## src/tfd_pkg.sv

```systemverilog
/*
 Package for the task-file register decoder: layouts, offsets, field positions and buffer sizes.
 Assumes a single clock domain and host strobes already synchronous to it.
*/
package tfd_pkg;
    typedef enum logic [2:0] {
        TFD_MEM,
        TFD_IO_CONTIG,
        TFD_IO_PRIMARY,
        TFD_IO_SECONDARY,
        TFD_DISK_COMPAT
    } tfd_layout_t;

    localparam logic [2:0] SEL_MEM = 3'h0;
    localparam logic [2:0] SEL_IO_CONTIG = 3'h1;
    localparam logic [2:0] SEL_IO_PRIMARY = 3'h2;
    localparam logic [2:0] SEL_IO_SECONDARY = 3'h3;

    localparam logic [3:0] OFS_DATA = 4'h0;
    localparam logic [3:0] OFS_ERR_FEAT = 4'h1;
    localparam logic [3:0] OFS_SECT_TOTAL = 4'h2;
    localparam logic [3:0] OFS_START_SECT = 4'h3;
    localparam logic [3:0] OFS_TRACK_LOW = 4'h4;
    localparam logic [3:0] OFS_TRACK_HIGH = 4'h5;
    localparam logic [3:0] OFS_UNIT_SURF = 4'h6;
    localparam logic [3:0] OFS_STATE_OPCODE = 4'h7;
    localparam logic [3:0] OFS_MIRROR_EVEN = 4'h8;
    localparam logic [3:0] OFS_MIRROR_ODD = 4'h9;
    localparam logic [3:0] OFS_MIRROR_ERR = 4'hd;
    localparam logic [3:0] OFS_SHADOW_CTRL = 4'he;
    localparam logic [3:0] OFS_UNIT_ADDR = 4'hf;

    localparam logic [5:0] PRIMARY_TASK_BASE = 6'h1f;
    localparam logic [5:0] PRIMARY_ALT_BASE = 6'h3f;
    localparam logic [5:0] SECONDARY_TASK_BASE = 6'h17;
    localparam logic [5:0] SECONDARY_ALT_BASE = 6'h37;
    localparam logic [2:0] ALT_LOW_BITS = 3'h6;
    localparam logic [2:0] ADDR_LOW_BITS = 3'h7;

    localparam logic [7:0] ERR_READ_MASK = 8'hd5;
    localparam int ERR_BIT_BAD_BLOCK = 7;
    localparam int ERR_BIT_UNCORRECTABLE = 6;
    localparam int ERR_BIT_SECTOR_MISSING = 4;
    localparam int ERR_BIT_ABORTED = 2;
    localparam int ERR_BIT_GENERAL = 0;

    localparam logic [7:0] SECT_TOTAL_RESET = 8'h01;
    localparam logic [7:0] UNIT_SURF_RESET = 8'ha0;
    localparam int BUF_DEPTH = 2;
    localparam int BUF_WIDTH = 16;
endpackage

```

## src/tfd_task_file.sv

```systemverilog
/*
 Task-file address decoder and register bank with the sector data port and error register.
 Assumes the configuration selector, strobes and address arrive synchronous to clk_i and
 that a write strobe is held low for at least one clock; each access acts on its falling edge.
*/
`timescale 1ns/1ns
module tfd_task_file (
    input wire logic clk_i,
    input wire logic resetn_i,
    input wire logic [2:0] config_selector_i,
    input wire logic disk_mode_i,
    input wire logic attr_select_n_i,
    input wire logic [10:0] addr_i,
    input wire logic output_enable_n_i,
    input wire logic write_enable_n_i,
    input wire logic io_read_strobe_n_i,
    input wire logic io_write_strobe_n_i,
    input wire logic chip_enable_low_n_i,
    input wire logic chip_enable_high_n_i,
    input wire logic [15:0] host_data_i,
    output logic [15:0] host_data_o,
    output logic host_data_oe_o,
    input wire logic [7:0] state_i,
    input wire logic [7:0] unit_address_i,
    input wire logic bad_block_flag_i,
    input wire logic uncorrectable_flag_i,
    input wire logic sector_missing_flag_i,
    input wire logic command_aborted_flag_i,
    input wire logic general_error_flag_i,
    input wire logic error_clear_i,
    output logic [15:0] write_word_o,
    output logic write_valid_o,
    input wire logic write_ready_i,
    input wire logic [15:0] read_word_i,
    input wire logic read_valid_i,
    output logic read_ready_o,
    output logic [7:0] feature_o,
    output logic [7:0] sector_total_o,
    output logic [7:0] start_sector_o,
    output logic [7:0] track_low_o,
    output logic [7:0] track_high_o,
    output logic [7:0] unit_surface_o,
    output logic [7:0] opcode_o,
    output logic opcode_valid_o,
    output logic [7:0] device_control_o,
    output logic write_stall_o
);
    import tfd_pkg::*;

    // Register index for a hit: offset code, plus a flag for a valid decode.
    typedef struct packed {
        logic hit;
        logic [3:0] ofs;
    } tfd_hit_t;

    // Both I/O block layouts share this decode; only the bases differ.
    function automatic tfd_hit_t decode_block(input logic [5:0] hi, input logic [3:0] lo,
                                              input logic [5:0] task_base, input logic [5:0] alt_base);
        tfd_hit_t r;
        r.hit = 1'b0;
        r.ofs = lo;
        if (hi == task_base && !lo[3]) begin
            r.hit = 1'b1;
        end else if (hi == alt_base && (lo[2:0] == ALT_LOW_BITS || lo[2:0] == ADDR_LOW_BITS) && !lo[3]) begin
            r.hit = 1'b1;
            r.ofs = {1'b1, lo[2:0]};
        end
        return r;
    endfunction

    function automatic logic mapped_low(input logic [3:0] lo);
        return !(lo > OFS_MIRROR_ODD && lo < OFS_MIRROR_ERR);
    endfunction

    tfd_layout_t layout;
    tfd_hit_t hit_primary;
    tfd_hit_t hit_secondary;
    tfd_hit_t sel;
    wire logic rd_n;
    wire logic wr_n;
    logic rd_q;
    logic wr_q;
    wire logic rd_start;
    wire logic wr_start;
    wire logic [3:0] ofs;
    wire logic byte_mode;
    wire logic word_ofs;
    wire logic even_ofs;
    wire logic odd_ofs;
    wire logic word_access;
    wire logic err_ofs;

    assign layout = disk_mode_i ? TFD_DISK_COMPAT :
                    (config_selector_i == SEL_MEM) ? TFD_MEM :
                    (config_selector_i == SEL_IO_CONTIG) ? TFD_IO_CONTIG :
                    (config_selector_i == SEL_IO_PRIMARY) ? TFD_IO_PRIMARY : TFD_IO_SECONDARY;
    assign hit_primary = decode_block(addr_i[9:4], addr_i[3:0], PRIMARY_TASK_BASE, PRIMARY_ALT_BASE);
    assign hit_secondary = decode_block(addr_i[9:4], addr_i[3:0], SECONDARY_TASK_BASE, SECONDARY_ALT_BASE);

    always_comb begin
        sel.hit = 1'b0;
        sel.ofs = addr_i[3:0];
        case (layout)
            TFD_MEM: begin
                sel.hit = attr_select_n_i && mapped_low(addr_i[3:0]);
                if (addr_i[10]) begin
                    sel.ofs = addr_i[0] ? OFS_MIRROR_ODD : OFS_MIRROR_EVEN;
                    sel.hit = attr_select_n_i;
                end
            end
            TFD_IO_CONTIG: begin
                sel.hit = !attr_select_n_i && mapped_low(addr_i[3:0]);
            end
            TFD_IO_PRIMARY: begin
                sel.hit = !attr_select_n_i && hit_primary.hit;
                sel.ofs = hit_primary.ofs;
            end
            TFD_IO_SECONDARY: begin
                sel.hit = !attr_select_n_i && hit_secondary.hit;
                sel.ofs = hit_secondary.ofs;
            end
            default: begin
                if (!chip_enable_low_n_i && chip_enable_high_n_i) begin
                    sel.hit = 1'b1;
                    sel.ofs = {1'b0, addr_i[2:0]};
                end else if (!chip_enable_high_n_i && chip_enable_low_n_i &&
                             (addr_i[2:0] == ALT_LOW_BITS || addr_i[2:0] == ADDR_LOW_BITS)) begin
                    sel.hit = 1'b1;
                    sel.ofs = {1'b1, addr_i[2:0]};
                end
            end
        endcase
    end

    // Memory mode uses output/write enables, every other layout the I/O strobes.
    assign rd_n = (layout == TFD_MEM) ? output_enable_n_i : io_read_strobe_n_i;
    assign wr_n = (layout == TFD_MEM) ? write_enable_n_i : io_write_strobe_n_i;
    // A held strobe acts once, on the first edge it is seen low.
    assign rd_start = !rd_n && !rd_q && sel.hit;
    assign wr_start = !wr_n && !wr_q && sel.hit;
    assign ofs = sel.ofs;
    // Byte access: the disk layout always works in words on the data port; elsewhere
    // chip_enable_high_n_i high marks an 8-bit cycle.
    assign byte_mode = (layout != TFD_DISK_COMPAT) && chip_enable_high_n_i;
    assign word_ofs = (ofs == OFS_DATA);
    assign even_ofs = (ofs == OFS_MIRROR_EVEN) || (word_ofs && byte_mode);
    assign odd_ofs = (ofs == OFS_MIRROR_ODD);
    assign word_access = word_ofs && !byte_mode;
    // The odd data byte never claims 1H, so that slot stays error/feature in every layout.
    assign err_ofs = (ofs == OFS_ERR_FEAT) || (ofs == OFS_MIRROR_ERR);

    // Two-entry write buffer toward the card.
    logic [BUF_WIDTH-1:0] wbuf_q [BUF_DEPTH];
    logic wptr_q;
    logic rptr_q;
    logic [1:0] wcnt_q;
    logic [7:0] low_hold_q;
    logic low_held_q;
    wire logic wbuf_full;
    wire logic push;
    wire logic pop;
    wire logic [15:0] push_word;
    assign wbuf_full = (wcnt_q == 2'(BUF_DEPTH));
    assign push_word = word_access ? host_data_i : {host_data_i[7:0], low_hold_q};
    assign push = wr_start && !wbuf_full && (word_access || (odd_ofs && low_held_q));
    assign pop = write_valid_o && write_ready_i;
    assign write_valid_o = (wcnt_q != 2'h0);
    assign write_word_o = wbuf_q[rptr_q];
    assign write_stall_o = wbuf_full;

    // Two-entry read buffer from the card.
    logic [BUF_WIDTH-1:0] rbuf_q [BUF_DEPTH];
    logic rwp_q;
    logic rrp_q;
    logic [1:0] rcnt_q;
    logic odd_next_q;
    wire logic rpush;
    wire logic rpop;
    wire logic [15:0] rhead;
    assign read_ready_o = (rcnt_q != 2'(BUF_DEPTH));
    assign rpush = read_valid_i && read_ready_o;
    assign rhead = rbuf_q[rrp_q];
    // An odd byte read pops the word only after its even half, as on the write side.
    assign rpop = rd_start && (rcnt_q != 2'h0) && (word_access || (odd_ofs && odd_next_q));

    // Error register, sticky per event, cleared by the command engine.
    logic [7:0] err_q;
    wire logic [7:0] err_set;
    assign err_set[ERR_BIT_BAD_BLOCK] = bad_block_flag_i;
    assign err_set[ERR_BIT_UNCORRECTABLE] = uncorrectable_flag_i;
    assign err_set[ERR_BIT_SECTOR_MISSING] = sector_missing_flag_i;
    assign err_set[ERR_BIT_ABORTED] = command_aborted_flag_i;
    assign err_set[ERR_BIT_GENERAL] = general_error_flag_i;
    // Bits 5, 3 and 1 have no source, so they always read zero.
    assign err_set[5] = 1'b0;
    assign err_set[3] = 1'b0;
    assign err_set[1] = 1'b0;

    wire logic wr_err = wr_start && err_ofs;
    // Per-register write strobes.
    wire logic wr_sect_total = wr_start && (ofs == OFS_SECT_TOTAL);
    wire logic wr_start_sect = wr_start && (ofs == OFS_START_SECT);
    wire logic wr_track_low = wr_start && (ofs == OFS_TRACK_LOW);
    wire logic wr_track_high = wr_start && (ofs == OFS_TRACK_HIGH);
    wire logic wr_unit_surf = wr_start && (ofs == OFS_UNIT_SURF);
    wire logic wr_opcode = wr_start && (ofs == OFS_STATE_OPCODE);
    wire logic wr_dev_ctrl = wr_start && (ofs == OFS_SHADOW_CTRL);
    logic [15:0] rd_mux;
    always_comb begin
        rd_mux = 16'h0000;
        if (word_access) begin
            rd_mux = rhead;
        end else if (even_ofs) begin
            rd_mux = {8'h00, rhead[7:0]};
        end else if (odd_ofs) begin
            rd_mux = {8'h00, rhead[15:8]};
        end else if (err_ofs) begin
            rd_mux = {8'h00, err_q & ERR_READ_MASK};
        end else if (ofs == OFS_SECT_TOTAL) begin
            rd_mux = {8'h00, sector_total_o};
        end else if (ofs == OFS_START_SECT) begin
            rd_mux = {8'h00, start_sector_o};
        end else if (ofs == OFS_TRACK_LOW) begin
            rd_mux = {8'h00, track_low_o};
        end else if (ofs == OFS_TRACK_HIGH) begin
            rd_mux = {8'h00, track_high_o};
        end else if (ofs == OFS_UNIT_SURF) begin
            rd_mux = {8'h00, unit_surface_o};
        end else if (ofs == OFS_STATE_OPCODE || ofs == OFS_SHADOW_CTRL) begin
            rd_mux = {8'h00, state_i};
        end else if (ofs == OFS_UNIT_ADDR) begin
            rd_mux = {8'h00, unit_address_i};
        end
    end

    always_ff @(posedge clk_i or negedge resetn_i) begin
        if (!resetn_i) begin
            rd_q <= 1'b0;
            wr_q <= 1'b0;
            host_data_o <= 16'h0000;
            host_data_oe_o <= 1'b0;
        end else begin
            rd_q <= !rd_n;
            wr_q <= !wr_n;
            host_data_oe_o <= !rd_n && sel.hit;
            if (rd_start) begin
                host_data_o <= rd_mux;
            end
        end
    end

    always_ff @(posedge clk_i or negedge resetn_i) begin
        if (!resetn_i) begin
            err_q <= 8'h00;
        end else begin
            err_q <= err_set | (error_clear_i ? 8'h00 : err_q);
        end
    end

    always_ff @(posedge clk_i or negedge resetn_i) begin
        if (!resetn_i) begin
            feature_o <= 8'h00;
            sector_total_o <= SECT_TOTAL_RESET;
            start_sector_o <= 8'h00;
            track_low_o <= 8'h00;
            track_high_o <= 8'h00;
        end else begin
            if (wr_err) begin
                feature_o <= host_data_i[7:0];
            end else if (wr_sect_total) begin
                sector_total_o <= host_data_i[7:0];
            end else if (wr_start_sect) begin
                start_sector_o <= host_data_i[7:0];
            end else if (wr_track_low) begin
                track_low_o <= host_data_i[7:0];
            end else if (wr_track_high) begin
                track_high_o <= host_data_i[7:0];
            end
        end
    end

    always_ff @(posedge clk_i or negedge resetn_i) begin
        if (!resetn_i) begin
            unit_surface_o <= UNIT_SURF_RESET;
            opcode_o <= 8'h00;
            opcode_valid_o <= 1'b0;
            device_control_o <= 8'h00;
        end else begin
            opcode_valid_o <= wr_opcode;
            // Writes to the drive-address slot and to AH..CH fall through with no effect.
            if (wr_unit_surf) begin
                unit_surface_o <= host_data_i[7:0];
            end else if (wr_opcode) begin
                opcode_o <= host_data_i[7:0];
            end else if (wr_dev_ctrl) begin
                device_control_o <= host_data_i[7:0];
            end
        end
    end

    always_ff @(posedge clk_i or negedge resetn_i) begin
        if (!resetn_i) begin
            wptr_q <= 1'b0;
            rptr_q <= 1'b0;
            wcnt_q <= 2'h0;
            low_hold_q <= 8'h00;
            low_held_q <= 1'b0;
        end else begin
            if (wr_start && even_ofs) begin
                low_hold_q <= host_data_i[7:0];
                low_held_q <= 1'b1;
            end else if (push) begin
                low_held_q <= 1'b0;
            end
            if (push) begin
                wptr_q <= !wptr_q;
            end
            if (pop) begin
                rptr_q <= !rptr_q;
            end
            wcnt_q <= wcnt_q + {1'b0, push} - {1'b0, pop};
        end
    end

    // A full buffer drops the host word; write_stall_o tells the command engine to hold busy.
    always_ff @(posedge clk_i) begin
        if (push) begin
            wbuf_q[wptr_q] <= push_word;
        end
        if (rpush) begin
            rbuf_q[rwp_q] <= read_word_i;
        end
    end

    always_ff @(posedge clk_i or negedge resetn_i) begin
        if (!resetn_i) begin
            rwp_q <= 1'b0;
            rrp_q <= 1'b0;
            rcnt_q <= 2'h0;
            odd_next_q <= 1'b0;
        end else begin
            if (rd_start && even_ofs) begin
                odd_next_q <= 1'b1;
            end else if (rpop) begin
                odd_next_q <= 1'b0;
            end
            if (rpush) begin
                rwp_q <= !rwp_q;
            end
            if (rpop) begin
                rrp_q <= !rrp_q;
            end
            rcnt_q <= rcnt_q + {1'b0, rpush} - {1'b0, rpop};
        end
    end
endmodule // tfd_task_file

```

## config.mk

```make
export PLATFORM = sky130hd
export DESIGN_NAME = tfd_task_file
export DESIGN_NICKNAME = d
export VERILOG_FILES = /design/src/tfd_pkg.sv /design/src/tfd_task_file.sv
export SDC_FILE = /design/constraint.sdc
export NUM_CORES = 1
export LEC_CHECK = 0
export CORE_MARGIN = 2
export CORE_UTILIZATION = 35
export CTS_CLUSTER_SIZE = 20
export DETAILED_ROUTE_END_ITERATION = 10
export DONT_BUFFER_PORTS = 1
export PLACE_DENSITY_LB_ADDON = 0.2
export SLEW_MARGIN = 40
export SYNTH_ARGS = -nofsm -noshare
export SYNTH_HDL_FRONTEND = slang
export SYNTH_SLANG_ARGS = --single-unit
```

## constraint.sdc

```tcl
create_clock -name clk_i -period 4.1 [get_ports clk_i]
set_input_delay 0.82 -clock clk_i [delete_from_list [all_inputs] [get_ports clk_i]]
set_output_delay 0.82 -clock clk_i [all_outputs]
set_load 0.01 [all_outputs]
```

==> flow_metrics.py, run 1 <==
metrics = {
    "timing": {
        "min_period_ns": 3.26,
        "final-hold-violation-count": 0,
        "tns_ns": 0,
        "setup_viol": 0,
        "relSlewSlack_pct": 47.7,
        "rsz0062_at_grt": "no",
        "maxSlewViolCount": 0,
        "worstMarginPinSlew_ns": 0.785,
        "timing.fmax_mhz": 306,
        "timing.final.crit_share_pct": 79.6,
        "worst_clock_skew_ns": 0.00981,
    },
    "layout": {
        "multi_input_area_um2": 3180,
        "stdcell_count": 899,
        "final_cell_mix": "mux2_2 (109), dfrtp_1 (103), edfxtp_1 (64)",
        "seq_area_um2": 4600,
        "fin_nets": 685,
        "diodes": 0,
        "drive_gt1_share_pct": 29.6,
        "design_area_um2": 8960,
        "fin_util_pct": 39.7,
        "nFillCells": 2132,
        "final_common_cell": "mux2_2",
        "area_growth_pct": 11.5,
    },
    "clocking": {
        "root_buffer": "clkbuf_16",
        "clk_path_buf_depth": 2,
        "hold_buffers": 0,
        "cts_sinks": 171,
        "cts_tree": "yes",
        "htreeDepth": 4,
        "postCtsSetupBuffers": 0,
        "cts.repair.resized": 0,
        "clk_pin_slew_worst_paths_ns": 0.08,
        "insertion_delay_ns": 0.43,
        "numCtsBuffers": 17,
    },
    "logic_synthesis": {
        "yosys_warnings": 0,
        "synth_area_per_cell_um2": 13.3,
        "syn_inst": 604,
        "syn_nets": 688,
        "ys_seq_area_share_pct": 57.3,
        "synth-async-reset-ratio_pct": 62.6,
        "yosysUniqueCellTypes": 74,
        "ys.flop_type": "dfrtp_1",
        "syn_area_um2": 8040,
        "synth-edff-count": 64,
        "ys_ff_latch": 171,
    },
    "routing": {
        "vias_per_cell": 5.71,
        "ant_nets": 0,
        "wl_per_cell_um": 25.2,
        "num_vias": 5137,
        "firstDrtPassIters": 5,
        "first_iter_violations": 292,
        "drc": 0,
        "wl_um": 22600,
    },
    "placed_design": {
        "gp_routability_congestion": 0.818,
        "numPortBuffers": 0,
        "dpl.hpwl_um": 16300,
        "postPlaceCellArea_um2": 8340,
        "dpl.cell_count": 867,
    },
    "flow_run": {
        "maxCapViolations": 0,
    },
    "global_route": {
        "grt_pass1_wl_um": 33300,
        "grt_pass1_vias": 5189,
        "grt_usage_pct": 18.7,
        "grt_start_max_net_pins": 108,
        "gr-total-overflow": 0,
        "antenna_found_initial": 0,
    },
    "worst_setup_path": {
        "cp.required_ns": 4.16,
        "crit_chain": "or4_4, o21ai_4, buf_4, nand2_1, nor4_4, a21boi_1, nor3b_4, and2_1",
        "crit_path_end_kind": "flop",
        "crit_arrival_ns": 3.33,
        "start_kind": "input pin",
        "crit_slowest_cell": "and2_1",
        "cp_slowest_stage_delay_ns": 0.67,
        "path_class": "input pin to flop",
        "startpoint": "disk_mode_i",
        "crit_fanout": 16,
        "r2r_start": "unit_surface_o[4]",
    },
    "power": {
        "p_leak_nw": 3.67,
        "p_per_area_nw_per_um2": 528,
        "vdd_drop_max_v": 0.000278,
    },
    "die": {
        "die_w_um": 156,
        "rows": 55,
        "die_area_um2": 24200,
        "die_h_um": 156,
        "design.core.area_um2": 22600,
        "io_pins": 181,
        "initial_core_util_pct": 35.6,
    },
    "hold_path": {
        "hold_class": "input pin to async pin",
    },
    "status": {
        "status": "completed",
    },
}
[Yosys cell counts (3+ instances only)]
cell type | n | area share (%)
a2111oi_0 | 3 | 0.33
a211oi_1 | 6 | 0.56
a21o_1 | 9 | 0.84
a21oi_1 | 12 | 0.75
a31oi_1 | 3 | 0.23
a32oi_1 | 4 | 0.44
buf_1 | 5 | 0.23
buf_2 | 8 | 0.50
clkbuf_1 | 22 | 1.0
dfrtp_1 | 104 | 32
dfstp_2 | 3 | 0.98
edfxtp_1 | 64 | 24
ha_1 | 4 | 0.62
inv_1 | 20 | 0.93
mux2_2 | 109 | 15
mux2i_1 | 25 | 3.1
mux4_2 | 3 | 0.84
nand2_1 | 23 | 1.1
nand2b_1 | 7 | 0.54
nand3_1 | 9 | 0.56
nand4_1 | 3 | 0.23
nand4_2 | 4 | 0.62
nor2_1 | 17 | 0.79
nor2b_1 | 6 | 0.47
nor3_1 | 8 | 0.50
o211a_1 | 3 | 0.37
o211ai_1 | 5 | 0.47
o21ai_0 | 27 | 1.7
o21ai_1 | 6 | 0.37
o22ai_1 | 9 | 0.70
o31ai_1 | 4 | 0.37
o32a_1 | 5 | 0.62
xnor2_1 | 5 | 0.54
xor2_1 | 3 | 0.33
[flip-flops by register name, indices dropped and copies added, names as in the netlist, 2 cells and up]
name and count:
unit_surface_o 8, low_hold_q 8, start_sector_o 8, feature_o 8
err_q 5, rcnt_q 2, device_control_o 8, rbuf_q 32
sector_total_o 8, track_high_o 8, wbuf_q 32, host_data_o 16
wcnt_q 2, track_low_o 8, opcode_o 8
[routing by layer]
layer | vias up | global-route usage (%) | part of all wire [%]
met2 | 205 | 30.4 | 49
met5 | - | 0 | 0
met4 | 0 | 5.37 | 1.6
met3 | 20 | 7.69 | 10
met1 | 2631 | 23.0 | 39
li1 | 2281 | - | -
[layout make-up]
cell class | count | share of cell area (%)
clock buffer | 17 | 4.75
clock inverter | 15 | 2.12
inverter | 20 | 0.838
multi-input combinational | 374 | 35.5
sequential | 171 | 51.4
tap | 285 | 3.98
timing repair buffer | 17 | 1.37
[critical path, delay by kind of cell]
family / cells / cell delay [ns]
AO/OA/AOI/OAI: 2 / 0.35
AND/OR/NAND/NOR: 5 / 1.89
buffers and inverters: 1 / 0.25
[power breakdown]
part | leakage, nW | switching, mW | internal [mW]
Clock | 0.294 | 0.788 | 0.832
Combinational | 1.41 | 0.375 | 0.360
Sequential | 1.97 | 0.315 | 2.06
Total | 3.67 | 1.48 | 3.26
[cell families after synthesis]
family | Yosys count | synth area share, %
simple gates | 99 | 7.46
buf+inv | 59 | 3.10
flops | 171 | 57.3
xor+xnor | 8 | 0.872
compound gates | 126 | 11.4
mux | 137 | 19.2
fa+ha+maj | 4 | 0.623
[final timing paths]
check | end | slack, ns | cells past startpoint
setup / recovery | wbuf_q[1][2] | 0.84 | 8
hold / removal | low_hold_q[4] | 0.09 | 0
setup reg to reg | host_data_o[4] | 1.95 | 7
hold reg to reg | wptr_q | 0.49 | 1
max in group asynchronous | sector_total_o[0] | 3.77 | 0
min in group clk_i | err_q[6] | 0.48 | 1
[metrics by stage]
stage	worst slack [ns]	total power, mW	hold slack (ns)
6_report	0.836	4.73	0.0875
5_1_grt	0.659	4.95	0.0635
4_1_cts	0.847	4.79	0.0637
3_5_place_dp	0.402	3.16	0.478
3_3_place_gp	0.478	3.13	0.471
2_1_floorplan	0.210	2.92	0.450
(Power assumes the default switching activity.)
==> run 2, diff against run 1 <==
==> constraint.sdc (replaced) <==
create_clock -name clk_i -period 2.87 [get_ports clk_i]
set_input_delay 0.574 -clock clk_i [delete_from_list [all_inputs] [get_ports clk_i]]
set_output_delay 0.574 -clock clk_i [all_outputs]
set_load 0.01 [all_outputs]
==> run 2 against run 1 <==
- clock power increased by 40%
- wire length increased by 2.3%
- count of clock-buffer cells in the layout is the same
- the run now ends with negative hold slack left
- core utilization up 1.4 points
==> flow_metrics.py, run 2 (synthesis results as in run 1) <==
metrics = {
    "clocking": {
        "postCtsSetupBuffers": 0,
        "cts.repair.resized": 0,
        "cts_sinks": 171,
        "clk_path_buf_depth": 2,
        "numCtsBuffers": 17,
        "root_buffer": "clkbuf_16",
        "insertion_delay_ns": 0.43,
        "htreeDepth": 4,
        "clk_pin_slew_worst_paths_ns": 0.07,
        "cts_tree": "yes",
    },
    "power": {
        "p_leak_nw": 3.86,
        "total_power_mw": 6.78,
        "p_per_area_nw_per_um2": 732,
        "vdd_drop_max_v": 0.000375,
    },
    "layout": {
        "fin_nets": 717,
        "design_area_um2": 9270,
        "diodes": 0,
        "reg_top3": "rbuf_q x32, wbuf_q x32, host_data_o x16",
        "final_cell_mix": "mux2_2 (109), dfrtp_1 (104), edfxtp_1 (64)",
        "drive_gt1_share_pct": 33.6,
        "final_common_cell": "mux2_2",
        "area_growth_pct": 15.3,
    },
    "die": {
        "rows": 55,
        "die_area_um2": 24200,
        "initial_core_util_pct": 35.6,
        "design.core.area_um2": 22600,
        "die_w_um": 156,
        "die_h_um": 156,
        "io_pins": 181,
    },
    "timing": {
        "final-hold-violation-count": 104,
        "rsz0062_at_grt": "no",
        "fin_hold_ws_ns": -0.151,
        "worst_clock_skew_ns": 0.0155,
        "min_period_ns": 2.66,
        "setup_viol": 0,
        "worstMarginPinSlew_ns": 0.778,
        "timing.fmax_mhz": 376,
        "finalWorstSetupSlack_ns": 0.213,
        "timing.final.crit_share_pct": 92.6,
        "maxSlewViolCount": 0,
        "relSlewSlack_pct": 48.0,
    },
    "worst_setup_path": {
        "path_class": "input pin to flop",
        "crit_fanout": 12,
        "cp.required_ns": 3.18,
        "crit_path_end_kind": "flop",
        "start_kind": "input pin",
        "path_common_cell": "buf_4",
        "crit_slowest_cell": "o211ai_2",
        "r2r_start": "unit_surface_o[4]",
        "cp_slowest_stage_delay_ns": 0.53,
        "crit_arrival_ns": 2.96,
        "crit_chain": "nor4b_1, a311oi_1, buf_4, o21a_1, buf_4, nor2_1, o211ai_2, mux2_2",
        "startpoint": "addr_i[10]",
    },
    "placed_design": {
        "dpl.hpwl_um": 16900,
        "pre_cts_slack_ns": -0.137,
        "postPlaceCellArea_um2": 8670,
        "numPortBuffers": 0,
        "gp_routability_congestion": 0.837,
    },
    "routing": {
        "wl_um": 23100,
        "ant_nets": 0,
        "firstDrtPassIters": 5,
        "vias_per_cell": 5.74,
        "num_vias": 5346,
        "first_iter_violations": 315,
        "met3_wirelength_um": 2050,
        "wl_per_cell_um": 24.8,
        "drc": 0,
        "dr.max_layer_used": "met4",
        "dr_wl_met2_um": 11600,
        "drt-met1-wl_um": 9200,
    },
    "global_route": {
        "antenna_found_initial": 0,
        "grt_start_max_net_pins": 108,
        "grt_pass1_vias": 5426,
        "grt_usage_pct": 19.2,
        "grt_pass1_wl_um": 34100,
        "gr-total-overflow": 0,
    },
    "status": {
        "status": "finished with violations",
        "violations": "negative hold slack",
    },
    "flow_run": {
        "maxCapViolations": 0,
    },
    "hold_path": {
        "hold_class": "input pin to async pin",
    },
}
run 2: cell types whose count changed in the layout (fill, tap and decap cells not counted), sizes merged:
cell    delta
clkinv     +1
inv        -1
buf       +32
run 2: stage by stage:
| stage | TNS, ns | std cells | utilization (%) |
|---|---|---|---|
| 6_report | 0 | 931 | 41.1 |
| 4_1_cts | 0 | 931 | 41.1 |
| 2_1_floorplan | -9.29 | 604 | - |
| 5_1_grt | 0 | 931 | 41.1 |
| 3_3_place_gp | -3.04 | 899 | 38.4 |
| 3_5_place_dp | -3.93 | 899 | 38.4 |
run 2: final timing paths:
| check | end | cells past startpoint | slack (ns) |
|---|---|---|---|
| max in group asynchronous | sector_total_o[0] | 0 | 2.75 |
| hold reg to reg | wcnt_q[1] | 1 | 0.50 |
| hold / removal | track_low_o[4] | 0 | -0.15 |
| setup / recovery | low_hold_q[2] | 8 | 0.21 |
| min in group clk_i | err_q[7] | 1 | 0.24 |
| setup reg to reg | host_data_o[4] | 7 | 0.68 |
run 2: power by group:
part	switching (mW)	internal, mW	leakage, nW	total (mW)
clock network	1.09	1.17	0.288	2.27
registers	0.430	2.95	1.97	3.38
logic	0.580	0.559	1.60	1.14
run 2: area by class of cell:
cell class | count | area [µm²]
Clock buffer | 17 | 425
Clock inverter | 15 | 171
Fill cell | 2107 | 13300
Inverter | 20 | 75.1
Multi-Input combinational cell | 374 | 3210
Sequential cell | 171 | 4600
Tap cell | 285 | 357
Timing Repair Buffer | 49 | 430
run 2: metal layers:
layer  vias up  global-route usage (%)
met2       186                    32.0
met4         0                    4.76
met5         -                       0
met3        18                    7.39
li1       2349                       -
met1      2793                    23.5
run 2: worst max-delay path: cells and delay by family:
family / cells / cell delay [ns]
AOI/OAI and AO/OA: 3 / 1.24
buffers and inverters: 2 / 0.47
muxes: 1 / 0.40
and+or+nand+nor: 2 / 0.27
==> run 3, diff against run 2 <==
--- a/config.mk
+++ b/config.mk
@@ -11,7 +11,7 @@
 export DETAILED_ROUTE_END_ITERATION = 10
 export DONT_BUFFER_PORTS = 1
 export PLACE_DENSITY_LB_ADDON = 0.2
-export SLEW_MARGIN = 40
+export SLEW_MARGIN = 10
 export SYNTH_ARGS = -nofsm -noshare
 export SYNTH_HDL_FRONTEND = slang
 export SYNTH_SLANG_ARGS = --single-unit
==> constraint.sdc (replaced) <==
create_clock -name clk_i -period 2.87 [get_ports clk_i]
set_input_delay 0.574 -clock clk_i [delete_from_list [all_inputs] [get_ports clk_i]]
set_output_delay 0.574 -clock clk_i [all_outputs]
set_load 0.1 [all_outputs]
==> run 3 against run 2 <==
- the flow still finishes with violations (negative hold slack)
- power up 27%
- clock power barely moved
- cell count up 2.7%
- fmax increased by 0.24%
- cell area grew 2.1%
- clock skew shrank 0.0077 ns
- die area is the same
- global-route usage rose by 0.58 points
- core utilization grew 0.86 points
- combinational power increased by 97%
- non-clock buffer count rose by 25
- critical path depth up 3
- critical path type unchanged
- largest power group unchanged
==> flow_metrics.py, run 3 (synthesis results as in run 1) <==
metrics = {
    "worst_setup_path": {
        "crit_buf_inv": 2,
        "cp_num_cells": 11,
        "start_kind": "input pin",
        "crit_fanout": 18,
        "path_class": "input pin to flop",
        "rrSetupSlack_ns": 0.71,
        "crit_chain": "or4_4, o21ai_4, nand3_4, a211o_1, buf_4, a211oi_2, ha_1, inv_1, ha_1, xnor2_1, xnor2_1",
        "reg2reg_to": "host_data_o[4]",
        "reg2reg_depth": 7,
        "crit_arrival_ns": 3.00,
        "crit_slowest_cell": "or4_4",
        "crit_family": "compound AO/OA/AOI/OAI gates",
        "cp.required_ns": 3.22,
        "startpoint": "disk_mode_i",
        "critPathCapture": "rcnt_q[1]",
        "r2r_start": "track_low_o[4]",
        "cp_slowest_stage_delay_ns": 0.57,
        "crit_path_end_kind": "flop",
    },
    "global_route": {
        "gr-total-overflow": 0,
        "grt_usage_pct": 19.7,
        "grt_start_max_net_pins": 108,
        "grt_pass1_vias": 5624,
        "antenna_found_initial": 1,
        "grt_pass1_wl_um": 35000,
    },
    "routing": {
        "num_vias": 5379,
        "wl_um": 23300,
        "ant_nets": 0,
        "firstDrtPassIters": 6,
        "wl_per_cell_um": 24.4,
        "vias_per_cell": 5.63,
        "drc": 0,
        "first_iter_violations": 267,
    },
    "timing": {
        "timing.fmax_mhz": 377,
        "fin_hold_ws_ns": -0.164,
        "final-hold-violation-count": 104,
        "min_period_ns": 2.65,
        "setup_viol": 0,
        "rsz0062_at_grt": "no",
        "worstMarginPinSlew_ns": 0.988,
        "timing.final.crit_share_pct": 92.4,
        "relSlewSlack_pct": 34.2,
        "maxSlewViolCount": 0,
        "worst_clock_skew_ns": 0.00779,
    },
    "clocking": {
        "htreeDepth": 4,
        "insertion_delay_ns": 0.43,
        "cts_sinks": 171,
        "numCtsBuffers": 17,
        "clk_pin_slew_worst_paths_ns": 0.07,
        "clk_path_buf_depth": 2,
        "root_buffer": "clkbuf_16",
        "cts_tree": "yes",
    },
    "layout": {
        "final_common_cell": "mux2_2",
        "fin_nets": 742,
        "stdcell_count": 956,
        "area_growth_pct": 17.8,
        "final_cell_mix": "mux2_2 (109), dfrtp_1 (104), buf_4 (68)",
        "drive_gt1_share_pct": 36.2,
        "reg_top3": "rbuf_q x32, wbuf_q x32, host_data_o x16",
        "diodes": 0,
    },
    "die": {
        "initial_core_util_pct": 35.6,
        "die_area_um2": 24200,
        "rows": 55,
        "die_w_um": 156,
        "io_pins": 181,
        "die_h_um": 156,
        "design.core.area_um2": 22600,
    },
    "power": {
        "vdd_drop_max_v": 0.000552,
        "total_power_mw": 8.64,
        "p_per_area_nw_per_um2": 912,
        "p_leak_nw": 3.98,
    },
    "placed_design": {
        "numPortBuffers": 0,
        "gp_routability_congestion": 0.858,
        "dpl.cell_count": 924,
        "dpl.hpwl_um": 16900,
    },
    "hold_path": {
        "hold_class": "input pin to async pin",
    },
    "flow_run": {
        "maxCapViolations": 0,
    },
    "status": {
        "violations": "negative hold slack",
        "status": "finished with violations",
    },
}
## run 3: cell types whose count changed in the layout (fill, tap and decap cells not counted)
cell	previous run	this run
a311oi_2	0	1
clkinvlp_4	1	3
clkinv_1	0	1
buf_12	5	6
clkinv_8	5	3
a311oi_1	1	0
clkinv_2	1	0
buf_4	44	68
inv_6	3	1
inv_8	3	5
nor2b_2	0	1
nor2b_1	5	4
## run 3: worst min path at each step
stage,from,endpoint,depth (start not counted)
final,resetn_i,track_low_o[4],0
after global routing,resetn_i,track_low_o[4],0
after CTS,resetn_i,track_low_o[4],0
after detailed placement,resetn_i,track_low_o[4],0
after global placement,resetn_i,wr_q,0
after floorplan,resetn_i,device_control_o[0],0
## run 3: worst reg2reg max path: stages, from the launching register on
cell	delay [ns]
dfrtp_1	0.38
mux4_2	0.44
nand2_1	0.15
a221oi_1	0.15
a31o_2	0.23
a32o_1	0.19
a211oi_1	0.33
o21ai_0	0.15
## run 3: cell type report
| type | instances | area (µm²) |
|---|---|---|
| fillers | 2108 | 13100 |
| flip-flops and latches | 171 | 4600 |
| multi-input cells | 374 | 3220 |
| repair buffers | 74 | 631 |
| clock buffers | 17 | 425 |
| well taps | 285 | 357 |
| clock inverters | 15 | 158 |
| inverters | 20 | 75.1 |
## run 3: what timing repair did
action                                 4_1_cts  5_1_grt
resized for setup                            0        1
endpoints found under the hold margin      106      105
setup endpoints to repair                    0        1
buffers inserted                             0        0
## run 3: through the flow
stage	util (%)	setup TNS (ns)	setup WS (ns)	hold WS (ns)	instance area, µm²
after global placement	39.3	-3.39	-0.146	0.285	8870
after global routing	41.9	0	0.0344	-0.187	9460
after detailed placement	39.3	-7.89	-0.268	0.285	8870
after CTS	41.9	0	0.192	-0.189	9460
after floorplan	-	-9.45	-0.431	0.278	8070
final	41.9	0	0.219	-0.164	9460
## run 3: layer usage
metal,wire (µm),track usage (%),part of all wire (%)
met1,9110,23.6,39
met2,11700,32.9,50
met3,2090,7.97,8.9
met4,360,5.90,1.5
met5,0,0,0
## run 3: power by group
group          internal (mW)  total [mW]  switching (mW)
logic                  0.637        2.25            1.61
registers               2.93        4.15            1.23
clock network           1.16        2.24            1.08
